## src/design/ncrb_params.svh

```systemverilog
`ifndef NCRB_PARAMS_SVH
`define NCRB_PARAMS_SVH

// ---------------------------------------------------------------
// Register offsets
// ---------------------------------------------------------------
`define NCRB_OFF_CLK2      8'h5A
`define NCRB_OFF_MONITOR   8'h5B
`define NCRB_OFF_SUSTAIN   8'h5C
`define NCRB_OFF_DENSITY2  8'h5D
`define NCRB_OFF_UPMASK0   8'h60
`define NCRB_OFF_UPMASK1   8'h61

// ---------------------------------------------------------------
// Reset values and reserved-bit masks
// ---------------------------------------------------------------
`define NCRB_RST_VALUE     8'h00
`define NCRB_MASK_CLK2     8'hEF
`define NCRB_MASK_MONITOR  8'h0F
`define NCRB_MASK_SUSTAIN  8'h37

// ---------------------------------------------------------------
// Field positions and divide ratios
// ---------------------------------------------------------------
`define NCRB_CLK2_EN_BIT    7
`define NCRB_CLK2_INV_BIT   6
`define NCRB_CLK2_PDIV_BIT  5
`define NCRB_PDIV_SMALL     6'd2
`define NCRB_PDIV_LARGE     6'd32
`define NCRB_DENSITY_RATIO  64

`endif

```

## src/design/ncrb_pkg.sv

```systemverilog
package ncrb_pkg;

    typedef enum logic [1:0] {
        NCRB_ROUTE_BUS,
        NCRB_ROUTE_LOCAL,
        NCRB_ROUTE_BOTH,
        NCRB_ROUTE_RSVD
    } ncrb_route_t;

    typedef struct packed {
        logic       enable;
        logic       invert;
        logic       predivide;
        logic       spare;
        logic [3:0] divider;
    } ncrb_clk2_t;

    typedef struct packed {
        logic [3:0] spare;
        logic       terminationDisable;
        logic       noDiscovery;
        logic       receiverEnable;
        logic       modeEnable;
    } ncrb_monitor_t;

    typedef struct packed {
        logic [1:0]  spare;
        logic        disable_;
        logic        outputEnable;
        logic        spare2;
        logic [2:0]  pinSelect;
    } ncrb_sustain_t;

    typedef struct packed {
        logic [1:0]  highpassCorner;
        logic        invertedAltClock;
        logic        altClock;
        logic        in1FallFirst;
        logic        in0FallFirst;
        ncrb_route_t route;
    } ncrb_density_t;

    typedef struct packed {
        logic        write;
        logic [7:0]  addr;
        logic [7:0]  wdata;
    } ncrb_req_t;

endpackage : ncrb_pkg

```

## src/design/ncrb_node_config.sv

```systemverilog
`timescale 1ns/1ps
`include "ncrb_params.svh"

module ncrb_node_config
    import ncrb_pkg::*;
#(
    parameter int SLOTS = 16
) (
    // Clock and reset
    input  wire logic          clk_sys,
    input  wire logic          rstn,
    // Register port
    input  wire ncrb_req_t     req,
    input  wire logic          reqValid,
    output      logic [7:0]    rdata,
    // Node context
    input  wire logic          isSubordinate,
    input  wire logic          applyNewStructure,
    input  wire logic          densityInput0Enable,
    input  wire logic          densityInput1Enable,
    input  wire logic          frameSyncTick,
    input  wire logic          sustainActive,
    input  wire logic          bitClockIn,
    input  wire logic [4:0]    localDownstreamSlotCount,
    // Clock output
    output      logic          secondClockOutput,
    // Monitor mode
    output      logic          monitorModeEnable,
    output      logic          monitorReceiverEnable,
    output      logic          monitorNoDiscovery,
    output      logic          monitorTerminationEnable,
    // Sustain
    output      logic          sustainEnable,
    output      logic [7:0]    sustainPinOut,
    output      logic [7:0]    sustainPinOen_n,
    // Density inputs
    output      logic [1:0]    highpassCornerSelect,
    output      logic          densityClockOnPin7,
    output      logic          densityClockPin7Oen_n,
    output      logic          bitClockOut,
    output      logic          bitClockFromSerialCfg,
    output      logic          in1FallFirst,
    output      logic          in0FallFirst,
    output      logic          routeToBus,
    output      logic          routeToLocal,
    // Upstream slots
    output      logic [SLOTS-1:0] upstreamSlotReceive,
    output      logic [5:0]    upstreamFirstSerialSlot
);

    // ---------------------------------------------------------------
    // Register storage
    // ---------------------------------------------------------------
    ncrb_clk2_t    clk2_ff;
    ncrb_monitor_t monitor_ff;
    ncrb_sustain_t sustain_ff;
    ncrb_density_t density_ff;
    logic [7:0]    upMask0_ff;
    logic [7:0]    upMask1_ff;
    logic [SLOTS-1:0] activeMask_ff;
    logic          wr;

    assign wr = reqValid & req.write;

    // Reserved bits dropped on write
    always_ff @(posedge clk_sys or negedge rstn) begin
        if (!rstn) begin
            clk2_ff    <= `NCRB_RST_VALUE;
            monitor_ff <= `NCRB_RST_VALUE;
            sustain_ff <= `NCRB_RST_VALUE;
            density_ff <= `NCRB_RST_VALUE;
            upMask0_ff <= `NCRB_RST_VALUE;
            upMask1_ff <= `NCRB_RST_VALUE;
        end else if (wr) begin
            unique case (req.addr)
                `NCRB_OFF_CLK2:     clk2_ff    <= req.wdata & `NCRB_MASK_CLK2;
                `NCRB_OFF_MONITOR:  monitor_ff <= req.wdata & `NCRB_MASK_MONITOR;
                `NCRB_OFF_SUSTAIN:  sustain_ff <= req.wdata & `NCRB_MASK_SUSTAIN;
                `NCRB_OFF_DENSITY2: density_ff <= req.wdata;
                `NCRB_OFF_UPMASK0:  upMask0_ff <= req.wdata;
                `NCRB_OFF_UPMASK1:  upMask1_ff <= req.wdata;
                default: ;
            endcase
        end
    end

    // Unmapped addresses read zero
    always_ff @(posedge clk_sys or negedge rstn) begin
        if (!rstn) begin
            rdata <= 8'h00;
        end else if (reqValid && !req.write) begin
            unique case (req.addr)
                `NCRB_OFF_CLK2:     rdata <= clk2_ff;
                `NCRB_OFF_MONITOR:  rdata <= monitor_ff;
                `NCRB_OFF_SUSTAIN:  rdata <= sustain_ff;
                `NCRB_OFF_DENSITY2: rdata <= density_ff;
                `NCRB_OFF_UPMASK0:  rdata <= upMask0_ff;
                `NCRB_OFF_UPMASK1:  rdata <= upMask1_ff;
                default:            rdata <= 8'h00;
            endcase
        end
    end

    // ---------------------------------------------------------------
    // Second clock output
    // ---------------------------------------------------------------
    // Runs from clk_sys, not a PLL
    ncrb_clk_divider u_clk2 (
        .clk_sys (clk_sys),
        .rstn    (rstn),
        .cfg     (clk2_ff),
        .clkOut  (secondClockOutput)
    );

    // ---------------------------------------------------------------
    // Monitor mode and sustain
    // ---------------------------------------------------------------
    // Mode bit gates every sub-field
    always_ff @(posedge clk_sys or negedge rstn) begin
        if (!rstn) begin
            monitorModeEnable        <= 1'b0;
            monitorReceiverEnable    <= 1'b0;
            monitorNoDiscovery       <= 1'b0;
            monitorTerminationEnable <= 1'b0;
        end else begin
            monitorModeEnable        <= monitor_ff.modeEnable;
            monitorReceiverEnable    <= monitor_ff.modeEnable & monitor_ff.receiverEnable;
            monitorNoDiscovery       <= monitor_ff.modeEnable & monitor_ff.noDiscovery;
            monitorTerminationEnable <= monitor_ff.modeEnable & ~monitor_ff.terminationDisable;
        end
    end

    logic sustainOn;
    assign sustainOn = isSubordinate & ~sustain_ff.disable_;

    // Pin drivers, one per general-purpose pin
    // At most one pin enabled, so no clash
    genvar gi;
    generate
        for (gi = 0; gi < 8; gi++) begin : g_sus
            always_ff @(posedge clk_sys or negedge rstn) begin
                if (!rstn) begin
                    sustainPinOut[gi]   <= 1'b0;
                    sustainPinOen_n[gi] <= 1'b1;
                end else begin
                    sustainPinOen_n[gi] <= ~(sustainOn & sustain_ff.outputEnable &
                                             (sustain_ff.pinSelect == 3'(gi)));
                    sustainPinOut[gi]   <= sustainActive;
                end
            end
        end
    endgenerate

    // Main node has no sustain
    always_ff @(posedge clk_sys or negedge rstn) begin
        if (!rstn) begin
            sustainEnable <= 1'b0;
        end else begin
            sustainEnable <= sustainOn;
        end
    end

    // ---------------------------------------------------------------
    // Density clock at 64x frame sync
    // ---------------------------------------------------------------
    // Frame period is measured in system clocks; the pin toggles 128 times per frame.
    logic altActive;
    assign altActive = density_ff.altClock & (densityInput0Enable | densityInput1Enable);

    logic [15:0] periodCnt_ff;
    logic [15:0] period_ff;
    logic [15:0] phaseAcc_ff;
    logic        densClk_ff;
    logic [15:0] phaseSum;

    // Period between last two sync pulses
    always_ff @(posedge clk_sys or negedge rstn) begin
        if (!rstn) begin
            periodCnt_ff <= 16'h0000;
            period_ff    <= 16'h0000;
        end else if (frameSyncTick) begin
            periodCnt_ff <= 16'h0001;
            period_ff    <= periodCnt_ff;
        end else begin
            periodCnt_ff <= periodCnt_ff + 16'h0001;
        end
    end

    // Fractional accumulator avoids drift when the frame is not a multiple of 128
    assign phaseSum = phaseAcc_ff + 16'(2 * `NCRB_DENSITY_RATIO);

    // Phase restarts at each sync
    always_ff @(posedge clk_sys or negedge rstn) begin
        if (!rstn) begin
            phaseAcc_ff <= 16'h0000;
            densClk_ff  <= 1'b0;
        end else if (!altActive || frameSyncTick) begin
            phaseAcc_ff <= 16'h0000;
            densClk_ff  <= 1'b0;
        end else if (phaseSum >= period_ff && period_ff != 16'h0000) begin
            phaseAcc_ff <= phaseSum - period_ff;
            densClk_ff  <= ~densClk_ff;
        end else begin
            phaseAcc_ff <= phaseSum;
        end
    end

    // Bit clock pin is asynchronous; two stages before use
    logic bitClkMeta_ff;
    logic bitClkSync_ff;

    always_ff @(posedge clk_sys or negedge rstn) begin
        if (!rstn) begin
            bitClkMeta_ff <= 1'b0;
            bitClkSync_ff <= 1'b0;
        end else begin
            bitClkMeta_ff <= bitClockIn;
            bitClkSync_ff <= bitClkMeta_ff;
        end
    end

    // Pin 7 and bit clock outputs
    always_ff @(posedge clk_sys or negedge rstn) begin
        if (!rstn) begin
            densityClockOnPin7    <= 1'b0;
            densityClockPin7Oen_n <= 1'b1;
            bitClockOut           <= 1'b0;
            bitClockFromSerialCfg <= 1'b0;
        end else begin
            densityClockOnPin7    <= densClk_ff;
            densityClockPin7Oen_n <= ~altActive;
            bitClockFromSerialCfg <= altActive & ~(isSubordinate & density_ff.invertedAltClock);
            if (altActive && isSubordinate && density_ff.invertedAltClock) begin
                bitClockOut <= ~densClk_ff;
            end else begin
                bitClockOut <= bitClkSync_ff;
            end
        end
    end

    // ---------------------------------------------------------------
    // Demodulation settings
    // ---------------------------------------------------------------
    always_ff @(posedge clk_sys or negedge rstn) begin
        if (!rstn) begin
            highpassCornerSelect <= 2'h0;
            in1FallFirst         <= 1'b0;
            in0FallFirst         <= 1'b0;
            routeToBus           <= 1'b1;
            routeToLocal         <= 1'b0;
        end else begin
            highpassCornerSelect <= density_ff.highpassCorner;
            in1FallFirst         <= density_ff.in1FallFirst;
            in0FallFirst         <= density_ff.in0FallFirst;
            // Reserved route code keeps the default bus path
            unique case (density_ff.route)
                NCRB_ROUTE_BUS: begin
                    routeToBus   <= 1'b1;
                    routeToLocal <= 1'b0;
                end
                NCRB_ROUTE_LOCAL: begin
                    routeToBus   <= 1'b0;
                    routeToLocal <= 1'b1;
                end
                NCRB_ROUTE_BOTH: begin
                    routeToBus   <= 1'b1;
                    routeToLocal <= 1'b1;
                end
                NCRB_ROUTE_RSVD: begin
                    routeToBus   <= 1'b1;
                    routeToLocal <= 1'b0;
                end
            endcase
        end
    end

    // ---------------------------------------------------------------
    // Upstream receive masks, applied only on new structure
    // ---------------------------------------------------------------
    // Waits for the apply strobe
    always_ff @(posedge clk_sys or negedge rstn) begin
        if (!rstn) begin
            activeMask_ff <= '0;
        end else if (applyNewStructure) begin
            activeMask_ff <= SLOTS'({upMask1_ff, upMask0_ff});
        end
    end

    // Main node takes no upstream slots
    always_ff @(posedge clk_sys or negedge rstn) begin
        if (!rstn) begin
            upstreamSlotReceive     <= '0;
            upstreamFirstSerialSlot <= 6'h00;
        end else begin
            upstreamSlotReceive     <= isSubordinate ? activeMask_ff : '0;
            upstreamFirstSerialSlot <= {1'b0, localDownstreamSlotCount};
        end
    end

endmodule : ncrb_node_config

```

## src/design/ncrb_clk_divider.sv

```systemverilog
`timescale 1ns/1ps
`include "ncrb_params.svh"

module ncrb_clk_divider
    import ncrb_pkg::*;
(
    // Clock and reset
    input  wire logic       clk_sys,
    input  wire logic       rstn,
    // Settings
    input  wire ncrb_clk2_t cfg,
    // Clock out
    output      logic       clkOut
);

    logic [4:0] preCnt_ff;
    logic       preTick;
    logic [3:0] divCnt_ff;
    logic       level_ff;
    logic [4:0] preLimit;

    // ---------------------------------------------------------------
    // Pre-divide by 2 or 32, then by 2*(div+1)
    // ---------------------------------------------------------------
    assign preLimit = cfg.predivide ? 5'(`NCRB_PDIV_LARGE - 6'd1) : 5'(`NCRB_PDIV_SMALL - 6'd1);
    assign preTick  = (preCnt_ff >= preLimit);

    always_ff @(posedge clk_sys or negedge rstn) begin
        if (!rstn) begin
            preCnt_ff <= 5'h00;
        end else if (!cfg.enable || preTick) begin
            preCnt_ff <= 5'h00;
        end else begin
            preCnt_ff <= preCnt_ff + 5'h01;
        end
    end

    // Half period is div+1 predivided ticks
    always_ff @(posedge clk_sys or negedge rstn) begin
        if (!rstn) begin
            divCnt_ff <= 4'h0;
            level_ff  <= 1'b0;
        end else if (!cfg.enable) begin
            divCnt_ff <= 4'h0;
            level_ff  <= 1'b0;
        end else if (preTick) begin
            if (divCnt_ff >= cfg.divider) begin
                divCnt_ff <= 4'h0;
                level_ff  <= ~level_ff;
            end else begin
                divCnt_ff <= divCnt_ff + 4'h1;
            end
        end
    end

    always_ff @(posedge clk_sys or negedge rstn) begin
        if (!rstn) begin
            clkOut <= 1'b0;
        end else begin
            clkOut <= cfg.enable & (level_ff ^ cfg.invert);
        end
    end

endmodule : ncrb_clk_divider

```

## config.mk

```make
export PLATFORM = sky130hd
export DESIGN_NAME = ncrb_node_config
export DESIGN_NICKNAME = d
export VERILOG_FILES = /design/src/design/ncrb_pkg.sv /design/src/design/ncrb_node_config.sv /design/src/design/ncrb_clk_divider.sv
export VERILOG_INCLUDE_DIRS = /design/src /design/src/design
export SDC_FILE = /design/constraint.sdc
export NUM_CORES = 1
export LEC_CHECK = 0
export BUFFER_PORTS_ARGS = -buffer_cell sky130_fd_sc_hd__buf_2
export CORE_AREA = 2 2 136 138
export CTS_CLUSTER_DIAMETER = 60
export DETAILED_ROUTE_END_ITERATION = 6
export DIE_AREA = 0 0 138 140
export PLACE_DENSITY = 0.7
export SYNTH_ARGS = -nofsm -noshare
export SYNTH_HDL_FRONTEND = slang
export SYNTH_SLANG_ARGS = --single-unit
```

## constraint.sdc

```tcl
create_clock -name clk_sys -period 7.15 [get_ports clk_sys]
set_input_delay 1.0725 -clock clk_sys [delete_from_list [all_inputs] [get_ports clk_sys]]
set_output_delay 1.0725 -clock clk_sys [all_outputs]
set_load 0.005 [all_outputs]
```

==> results of run 1 <==
==> per-layer routing <==
metal | vias to the layer above | track usage (%)
li1 | 2593 | -
met1 | 2650 | 23.37
met2 | 103 | 28.63
met3 | 22 | 4.137
met4 | 0 | 5.747
met5 | - | 0
==> sequential cells by signal, indices dropped and copies added, names as in the netlist, 7 cells and up <==
signal and cells:
periodCnt_ff 16, period_ff 16, density_ff 8, sustainPinOen_n 8
clk2_ff 7, activeMask_ff 16, upstreamSlotReceive 16, upMask0_ff 8
phaseAcc_ff 16, upMask1_ff 8, rdata 8
==> synth_stat cells, drive strengths merged, types with 3 or more instances <==
master and number:
or3 3, clkbuf 13, dfrtp 161, nor2b 8
o22ai 8, nor4 4, a31oi 3, and2 21
nand3 23, inv 31, nor2 51, and3 7
nand2 62, buf 17, o31ai 3, xnor2 25
o21ai 44, o211ai 3, nor3 3, a211oi 5
nand4 12, mux2 55, dfstp 10, ha 29
a221oi 5, a22o 4, a21oi 27, xor2 11
nand2b 7, a21o 6, mux2i 15
==> area by class of cell <==
| type | instances | area, um^2 |
|---|---|---|
| Clock buffer | 19 | 452.9 |
| Clock inverter | 13 | 133.9 |
| Fill cell | 1593 | 8721 |
| Inverter | 31 | 116.4 |
| Multi-Input combinational cell | 466 | 3303 |
| Sequential cell | 171 | 4292 |
| Tap cell | 229 | 286.5 |
| Timing Repair Buffer | 93 | 474.2 |
==> logic make-up after synthesis <==
kind of cell	after synthesis	share of synthesized area, %
multiplexers	70	9.857
AO/OA/AOI/OAI	119	9.254
XOR/XNOR	36	4.000
flip-flops	171	54.44
adder cells (fa/ha/maj)	30	4.857
other	1	0.04757
buffers and inverters	61	3.651
AND/OR/NAND/NOR	210	13.89
==> how the worst min path moves through the flow <==
stage / cells after the start / start / slack [ns] / endpoint
2_1_floorplan: 0 / bitClkMeta_ff$_DFF_PN0_ / 0.33 / bitClkSync_ff$_DFF_PN0_
3_3_place_gp: 0 / bitClkMeta_ff$_DFF_PN0_ / 0.33 / bitClkSync_ff$_DFF_PN0_
3_5_place_dp: 0 / bitClkMeta_ff$_DFF_PN0_ / 0.35 / bitClkSync_ff$_DFF_PN0_
4_1_cts: 0 / bitClkMeta_ff$_DFF_PN0_ / 0.36 / bitClkSync_ff$_DFF_PN0_
5_1_grt: 0 / bitClkMeta_ff$_DFF_PN0_ / 0.36 / bitClkSync_ff$_DFF_PN0_
6_report: 0 / bitClkMeta_ff$_DFF_PN0_ / 0.36 / bitClkSync_ff$_DFF_PN0_
==> placed cells by master (no fill, tap or decap), drive strengths merged, types with 3 or more instances in the layout <==
master	synthesis	layout
dfrtp	161	161
buf	17	93
nand2	62	62
mux2	55	55
nor2	51	51
o21ai	44	44
inv	31	36
ha	29	29
a21oi	27	27
xnor2	25	25
nand3	23	23
and2	21	21
clkbuf	13	19
mux2i	15	15
nand4	12	12
xor2	11	11
dfstp	10	10
nor2b	8	8
o22ai	8	8
and3	7	7
nand2b	7	7
a21o	6	6
a211oi	5	5
a221oi	5	5
nor4	4	4
a22o	4	4
clkinv	0	4
o211ai	3	3
o31ai	3	3
nor3	3	3
a31oi	3	3
clkinvlp	0	3
or3	3	3
==> power groups by stage <==
| stage | clock (W) | combinational [W] | sequential (W) |
|---|---|---|---|
| after floorplan | 0 | 0.0000852 | 0.00102 |
| after global placement | 0 | 0.000136 | 0.00102 |
| after detailed placement | 0 | 0.000138 | 0.00102 |
| after CTS | 0.000943 | 0.000139 | 0.00100 |
| after global routing | 0.000984 | 0.000155 | 0.00101 |
| final | 0.000921 | 0.000136 | 0.00100 |
==> through the flow <==
step | power [W] | hold WS, ns | setup WS, ns | util [%] | cells
2_1_floorplan | 0.001104 | 0.3312 | 4.426 | - | 698
3_3_place_gp | 0.001159 | 0.3325 | 4.208 | 47.65 | 990
3_5_place_dp | 0.001161 | 0.3471 | 4.104 | 47.65 | 990
4_1_cts | 0.002086 | 0.3620 | 4.070 | 50.95 | 1022
5_1_grt | 0.002145 | 0.3618 | 3.759 | 50.95 | 1022
6_report | 0.002062 | 0.3583 | 4.087 | 50.95 | 1022
==> metrics.md, run 1 <==
| Metric | Value |
|---|---|
| Status | `finished, final reports clean` |
| TritonRoute pass-1 iters | `4` |
| Clk pwr share | `between 40% and 50%` |
| Clk root buf | `clkbuf_16` |
| Yosys synthesis warning count | `0` |
| Die width | `138 um` |
| Max_cap viols | `0` |
| Critical path type | `register to register` |
| 1st-iter DRT viols | `between 300 and 400` |
| Antenna violations before repair | `0` |
| Avg Vias per Cell | `roughly 5.3` |
| Synth area leaders | `dfrtp_1 51%, mux2_2 7.4%, ha_1 4.6%` |
| Crit path DAT | `3.40 ns` |
| CP bufs+invs | `0` |
| Leakage power | `4.468 nW` |
| Worst R2R End | `phaseAcc_ff[12]$_DFF_PN0_` |
| Met2 wire length | `approximately 8000 um` |
| Total gr overflow | `0` |
| GRT Overall Usage | `between 10% and 20%` |
| Yosys top cell area share | `51.11%` |
| Period utilisation layout | `42.83%` |
| Flops & latches, synth | `171` |
| Crit end category | `register` |
| Crit path capture | `phaseAcc_ff[12]$_DFF_PN0_` |
| Routed len/inst | `16.05 um` |
| Post-DP HPWL | `11,580 um` |
| CP required | `7.49 ns` |
| Fin nets | `842` |
| Net Sw Power | `a little over 0.0005 W` |
| Total Wirelength | `16,400 um` |
| Row count | `slightly below 50` |
| Top FF cell, synth | `dfrtp_1` |
| Ys async rst share | `100.0%` |
| Met3 WL | `621 um` |
| Post-synth EDFFs | `0` |
| Placed cell areas | `8472 um^2` |
| Avg Cell Area, Syn | `11.29 um^2` |
| Worst Path Max Fanout | `23` |
| Tightest Pin Transition | `1.024 ns` |
| Synthesis-to-layout area growth | `14.92%` |
| CTS Buf Count | `17` |
| R2r startpoint | `phaseAcc_ff[7]$_DFF_PN0_` |
| CP Depth | `10` |
| CP delay by family, top | `compound AO/OA/AOI/OAI gates` |
| CP Cell Sequence | `ha_1 > nand3_1 > xnor2_1 > ha_1 > and4_1 > nand3_1 > a311oi_1 > o311a_2 > nand2_1 > o22ai_1` |
| Cells after Synth | `698` |
| Final-report setup violation count | `0` |
| Post-DRT Antenna Nets | `0` |
| Register area share after synthesis | `54.44%` |
| Critical path startpoint | `phaseAcc_ff[7]$_DFF_PN0_` |
| H-tree Lvls | `4` |
| TritonCTS clock tree | `yes` |
| Reg2Reg Depth | `10` |
| Port Buffers | `92` |
| Setup Buffers After CTS | `0` |
| RSZ-0062 raised after global routing | `false` |
| Synth cell types | `62` |
| Power density over the cells | `between 200 and 250 nW/um^2` |
| Initial Util | `44.33%` |
| Ratio of cells with drive above 1 in the final layout | `25.60%` |
| Remaining DRCs | `0` |
| Peak supply drop | `~0.17 mV` |
| Clk slew on worst S/H paths | `0.07 ns` |
| Final Cell Area | `9059 um^2` |
| Fmax | `0.3265 GHz` |
| Vias | `5,368` |
| Switching Fraction | `24.86%` |
| Fin Setup TNS | `0 ns` |
| Slew margin rel. | `roughly a third` |
| Worst path max stage delay | `0.56 ns` |
| Tmin final | `~3.1 ns` |
| Highest routed layer | `met4` |
| Die Span Y | `140 um` |
| Vias in the first global route | `5,312` |
| Reg2reg setup slack | `just over 4 ns` |
| Largest net degree at the start of global routing | `90` |
| Syn nets | `760` |
| Sequential fraction of design power | `48.7%` |
| Cell taking the most area after synthesis | `dfrtp_1` |
| Cts repair resizes | `0` |
| Clk buf depth | `2` |
| Ant diodes | `0` |
| GPL Wtd Cong | `0.8277` |
| Startpoint Class | `register` |
| Clock Latency Late Sink | `0.43 ns` |
| Worst Skew | `0.008453 ns` |
| Hold-fix buffers at CTS | `0` |
| I/O pin cnt | `94` |
| First-pass GRT wire length | `27,230 um` |
| Netlist Area Pre-Place | `7883 um^2` |
| M1 wire length | `between 7000 and 8000 um` |
| Hold Vio Cnt, Final | `0` |
| Combinational power share | `6.6%` |
| Slew Viols, Final | `0` |
| Internal Power | `0.001549 W` |
| Worst path slowest cell | `o311a_2` |
| Tightest Hold Check Type | `register to register` |
| Die area | `a little under 20,000 um^2` |
| Sink Count | `171` |
| Core ar. | `approximately 18,000 um^2` |
Power figures use the tool's default switching activity.
==> run 2: changes to the inputs <==
==> constraint.sdc (replaced) <==
create_clock -name clk_sys -period 3.2 [get_ports clk_sys]
set_input_delay 0.48 -clock clk_sys [delete_from_list [all_inputs] [get_ports clk_sys]]
set_output_delay 0.48 -clock clk_sys [all_outputs]
set_load 0.005 [all_outputs]
==> run 2 against run 1 <==
Clock power increased by 120%. Setup slack got worse by 3.8 ns. Worst hold slack got worse by 0.30 ns. Final area increased by 0.59%. Largest power group unchanged.
==> metrics.md, run 2 (same netlist as run 1, synthesis figures left out) <==
| Metric | Value |
|---|---|
| Status | `finished, final reports clean` |
| I/O pin cnt | `94` |
| Clock Latency Late Sink | `0.43 ns` |
| Slew Viols, Final | `0` |
| Period utilisation layout | `91.17%` |
| Worst Skew | `0.01379 ns` |
| Largest net degree at the start of global routing | `78` |
| Slew margin rel. | `52.24%` |
| Fin nets | `848` |
| First-pass GRT wire length | `27,250 um` |
| CTS Buf Count | `17` |
| CP delay by family, top | `adder cells` |
| Crit path DAT | `3.22 ns` |
| Setup Buffers After CTS | `0` |
| Avg Vias per Cell | `5.221` |
| Post-DRT Antenna Nets | `0` |
| Final-report setup violation count | `0` |
| GPL Wtd Cong | `0.8132` |
| H-tree Lvls | `4` |
| Total Wirelength | `16,410 um` |
| Clk buf depth | `2` |
| Max_cap viols | `0` |
| Antenna violations before repair | `0` |
| Reg area | `4292 um^2` |
| Fmax | `approximately 0.34 GHz` |
| CP required | `3.50 ns` |
| Port Buffers | `between 90 and 100` |
| 1st-iter DRT viols | `just under 300` |
| Routed len/inst | `15.96 um` |
| Remaining DRCs | `0` |
| Die area | `slightly below 20,000 um^2` |
| Peak supply drop | `0.3953 mV` |
| Die width | `138 um` |
| RSZ-0062 raised after global routing | `false` |
| Post-DP HPWL | `11,880 um` |
| Total gr overflow | `0` |
| Initial Util | `44.33%` |
| TritonCTS clock tree | `yes` |
| Startpoint Class | `register` |
| Die Span Y | `140 um` |
| FILL cells | `between 1,500 and 2,000` |
| Power density over the cells | `501.9 nW/um^2` |
| Placed cell areas | `~8500 um^2` |
| TritonRoute pass-1 iters | `4` |
| GRT Overall Usage | `17.46%` |
| Tmin final | `2.917 ns` |
| Synthesis-to-layout area growth | `15.60%` |
| CP bufs+invs | `1` |
| CP Cell Sequence | `ha_1 > nand3_1 > xnor2_1 > ha_1 > and4_1 > nand3_1 > a311oi_1 > o311a_2 > buf_4 > mux2i_1 > nor2_1` |
| Core ar. | `17,780 um^2` |
| Cts repair resizes | `0` |
| Ant diodes | `0` |
| Crit end category | `register` |
| Commonest non-fill, non-tap cell in the layout | `dfrtp_1` |
| Tightest Hold Check Type | `input pin to async pin` |
| Most frequent cells in the layout | `161 x dfrtp_1, 91 x buf_2, 62 x nand2_1, 52 x mux2_2, 51 x nor2_1` |
| Tightest Pin Transition | `0.7164 ns` |
| Clk slew on worst S/H paths | `0.06 ns` |
| Fin Setup TNS | `0 ns` |
| Worst path slowest cell | `dfrtp_1` |
| Clk root buf | `clkbuf_16` |
| Vias in the first global route | `5,446` |
| Vias | `5,367` |
| Worst Path Max Fanout | `7` |
| Hold-fix buffers at CTS | `0` |
| Sink Count | `171` |
| Area of the multi-input gates | `3303 um^2` |
| Row count | `around 50` |
| Ratio of cells with drive above 1 in the final layout | `25.78%` |
| Final Cell Area | `roughly 9100 um^2` |
| Critical path type | `register to register` |
| Leakage power | `between 4 and 5 nW` |
| Worst path max stage delay | `0.43 ns` |
| Hold Vio Cnt, Final | `0` |
## run 2: power by group
| group | total [W] | switching, W | internal, W |
|---|---|---|---|
| combinational | 0.000323 | 0.000190 | 0.000133 |
| sequential | 0.00224 | 0.0000338 | 0.00221 |
| clock | 0.00201 | 0.000877 | 0.00113 |
| total | 0.00457 | 0.00110 | 0.00347 |
## run 2: worst paths after layout
kind | start | endpoint | slack, ns | cells after the start
worst max-delay path | phaseAcc_ff[7]$_DFF_PN0_ | phaseAcc_ff[3]$_DFFE_PN0P_ | 0.28 | 11
worst min-delay path | rstn | upstreamFirstSerialSlot[3]$_DFF_PN0_ | 0.06 | 1
worst max register to register | phaseAcc_ff[7]$_DFF_PN0_ | phaseAcc_ff[3]$_DFFE_PN0P_ | 0.28 | 11
worst min register to register | bitClkMeta_ff$_DFF_PN0_ | bitClkSync_ff$_DFF_PN0_ | 0.35 | 0
max in group asynchronous | rstn | sustainPinOen_n[3]$_DFF_PN1_ | 2.26 | 2
min in group clk_sys | localDownstreamSlotCount[4] | upstreamFirstSerialSlot[4]$_DFF_PN0_ | 0.15 | 1
## run 2: cell type report
type	instances	share of cell area (%)
tap	229	3.144
timing repair buffer	99	5.973
sequential	171	47.10
inverter	31	1.277
multi-input combinational	466	36.25
clock inverter	10	1.167
clock buffer	22	5.094
## run 2: per-stage QoR
| step | setup WS, ns | utilization [%] | cells | hold WS (ns) | total power [W] |
|---|---|---|---|---|---|
| 2_1_floorplan | 0.6206 | - | 698 | 0.1844 | 0.002466 |
| 3_3_place_gp | 0.4338 | 48.04 | 996 | 0.3332 | 0.002606 |
| 3_5_place_dp | 0.3530 | 48.04 | 996 | 0.3389 | 0.002610 |
| 4_1_cts | 0.2956 | 51.25 | 1028 | 0.1008 | 0.004627 |
| 5_1_grt | 0.06749 | 51.25 | 1028 | 0.1029 | 0.004759 |
| 6_report | 0.2827 | 51.25 | 1028 | 0.06213 | 0.004574 |
## run 2: metal layers
metal | routed length, um | track usage [%]
met1 | 7539 | 23.09
met2 | 8149 | 29.08
met3 | 509 | 3.863
met4 | 210 | 5.156
met5 | 0 | 0
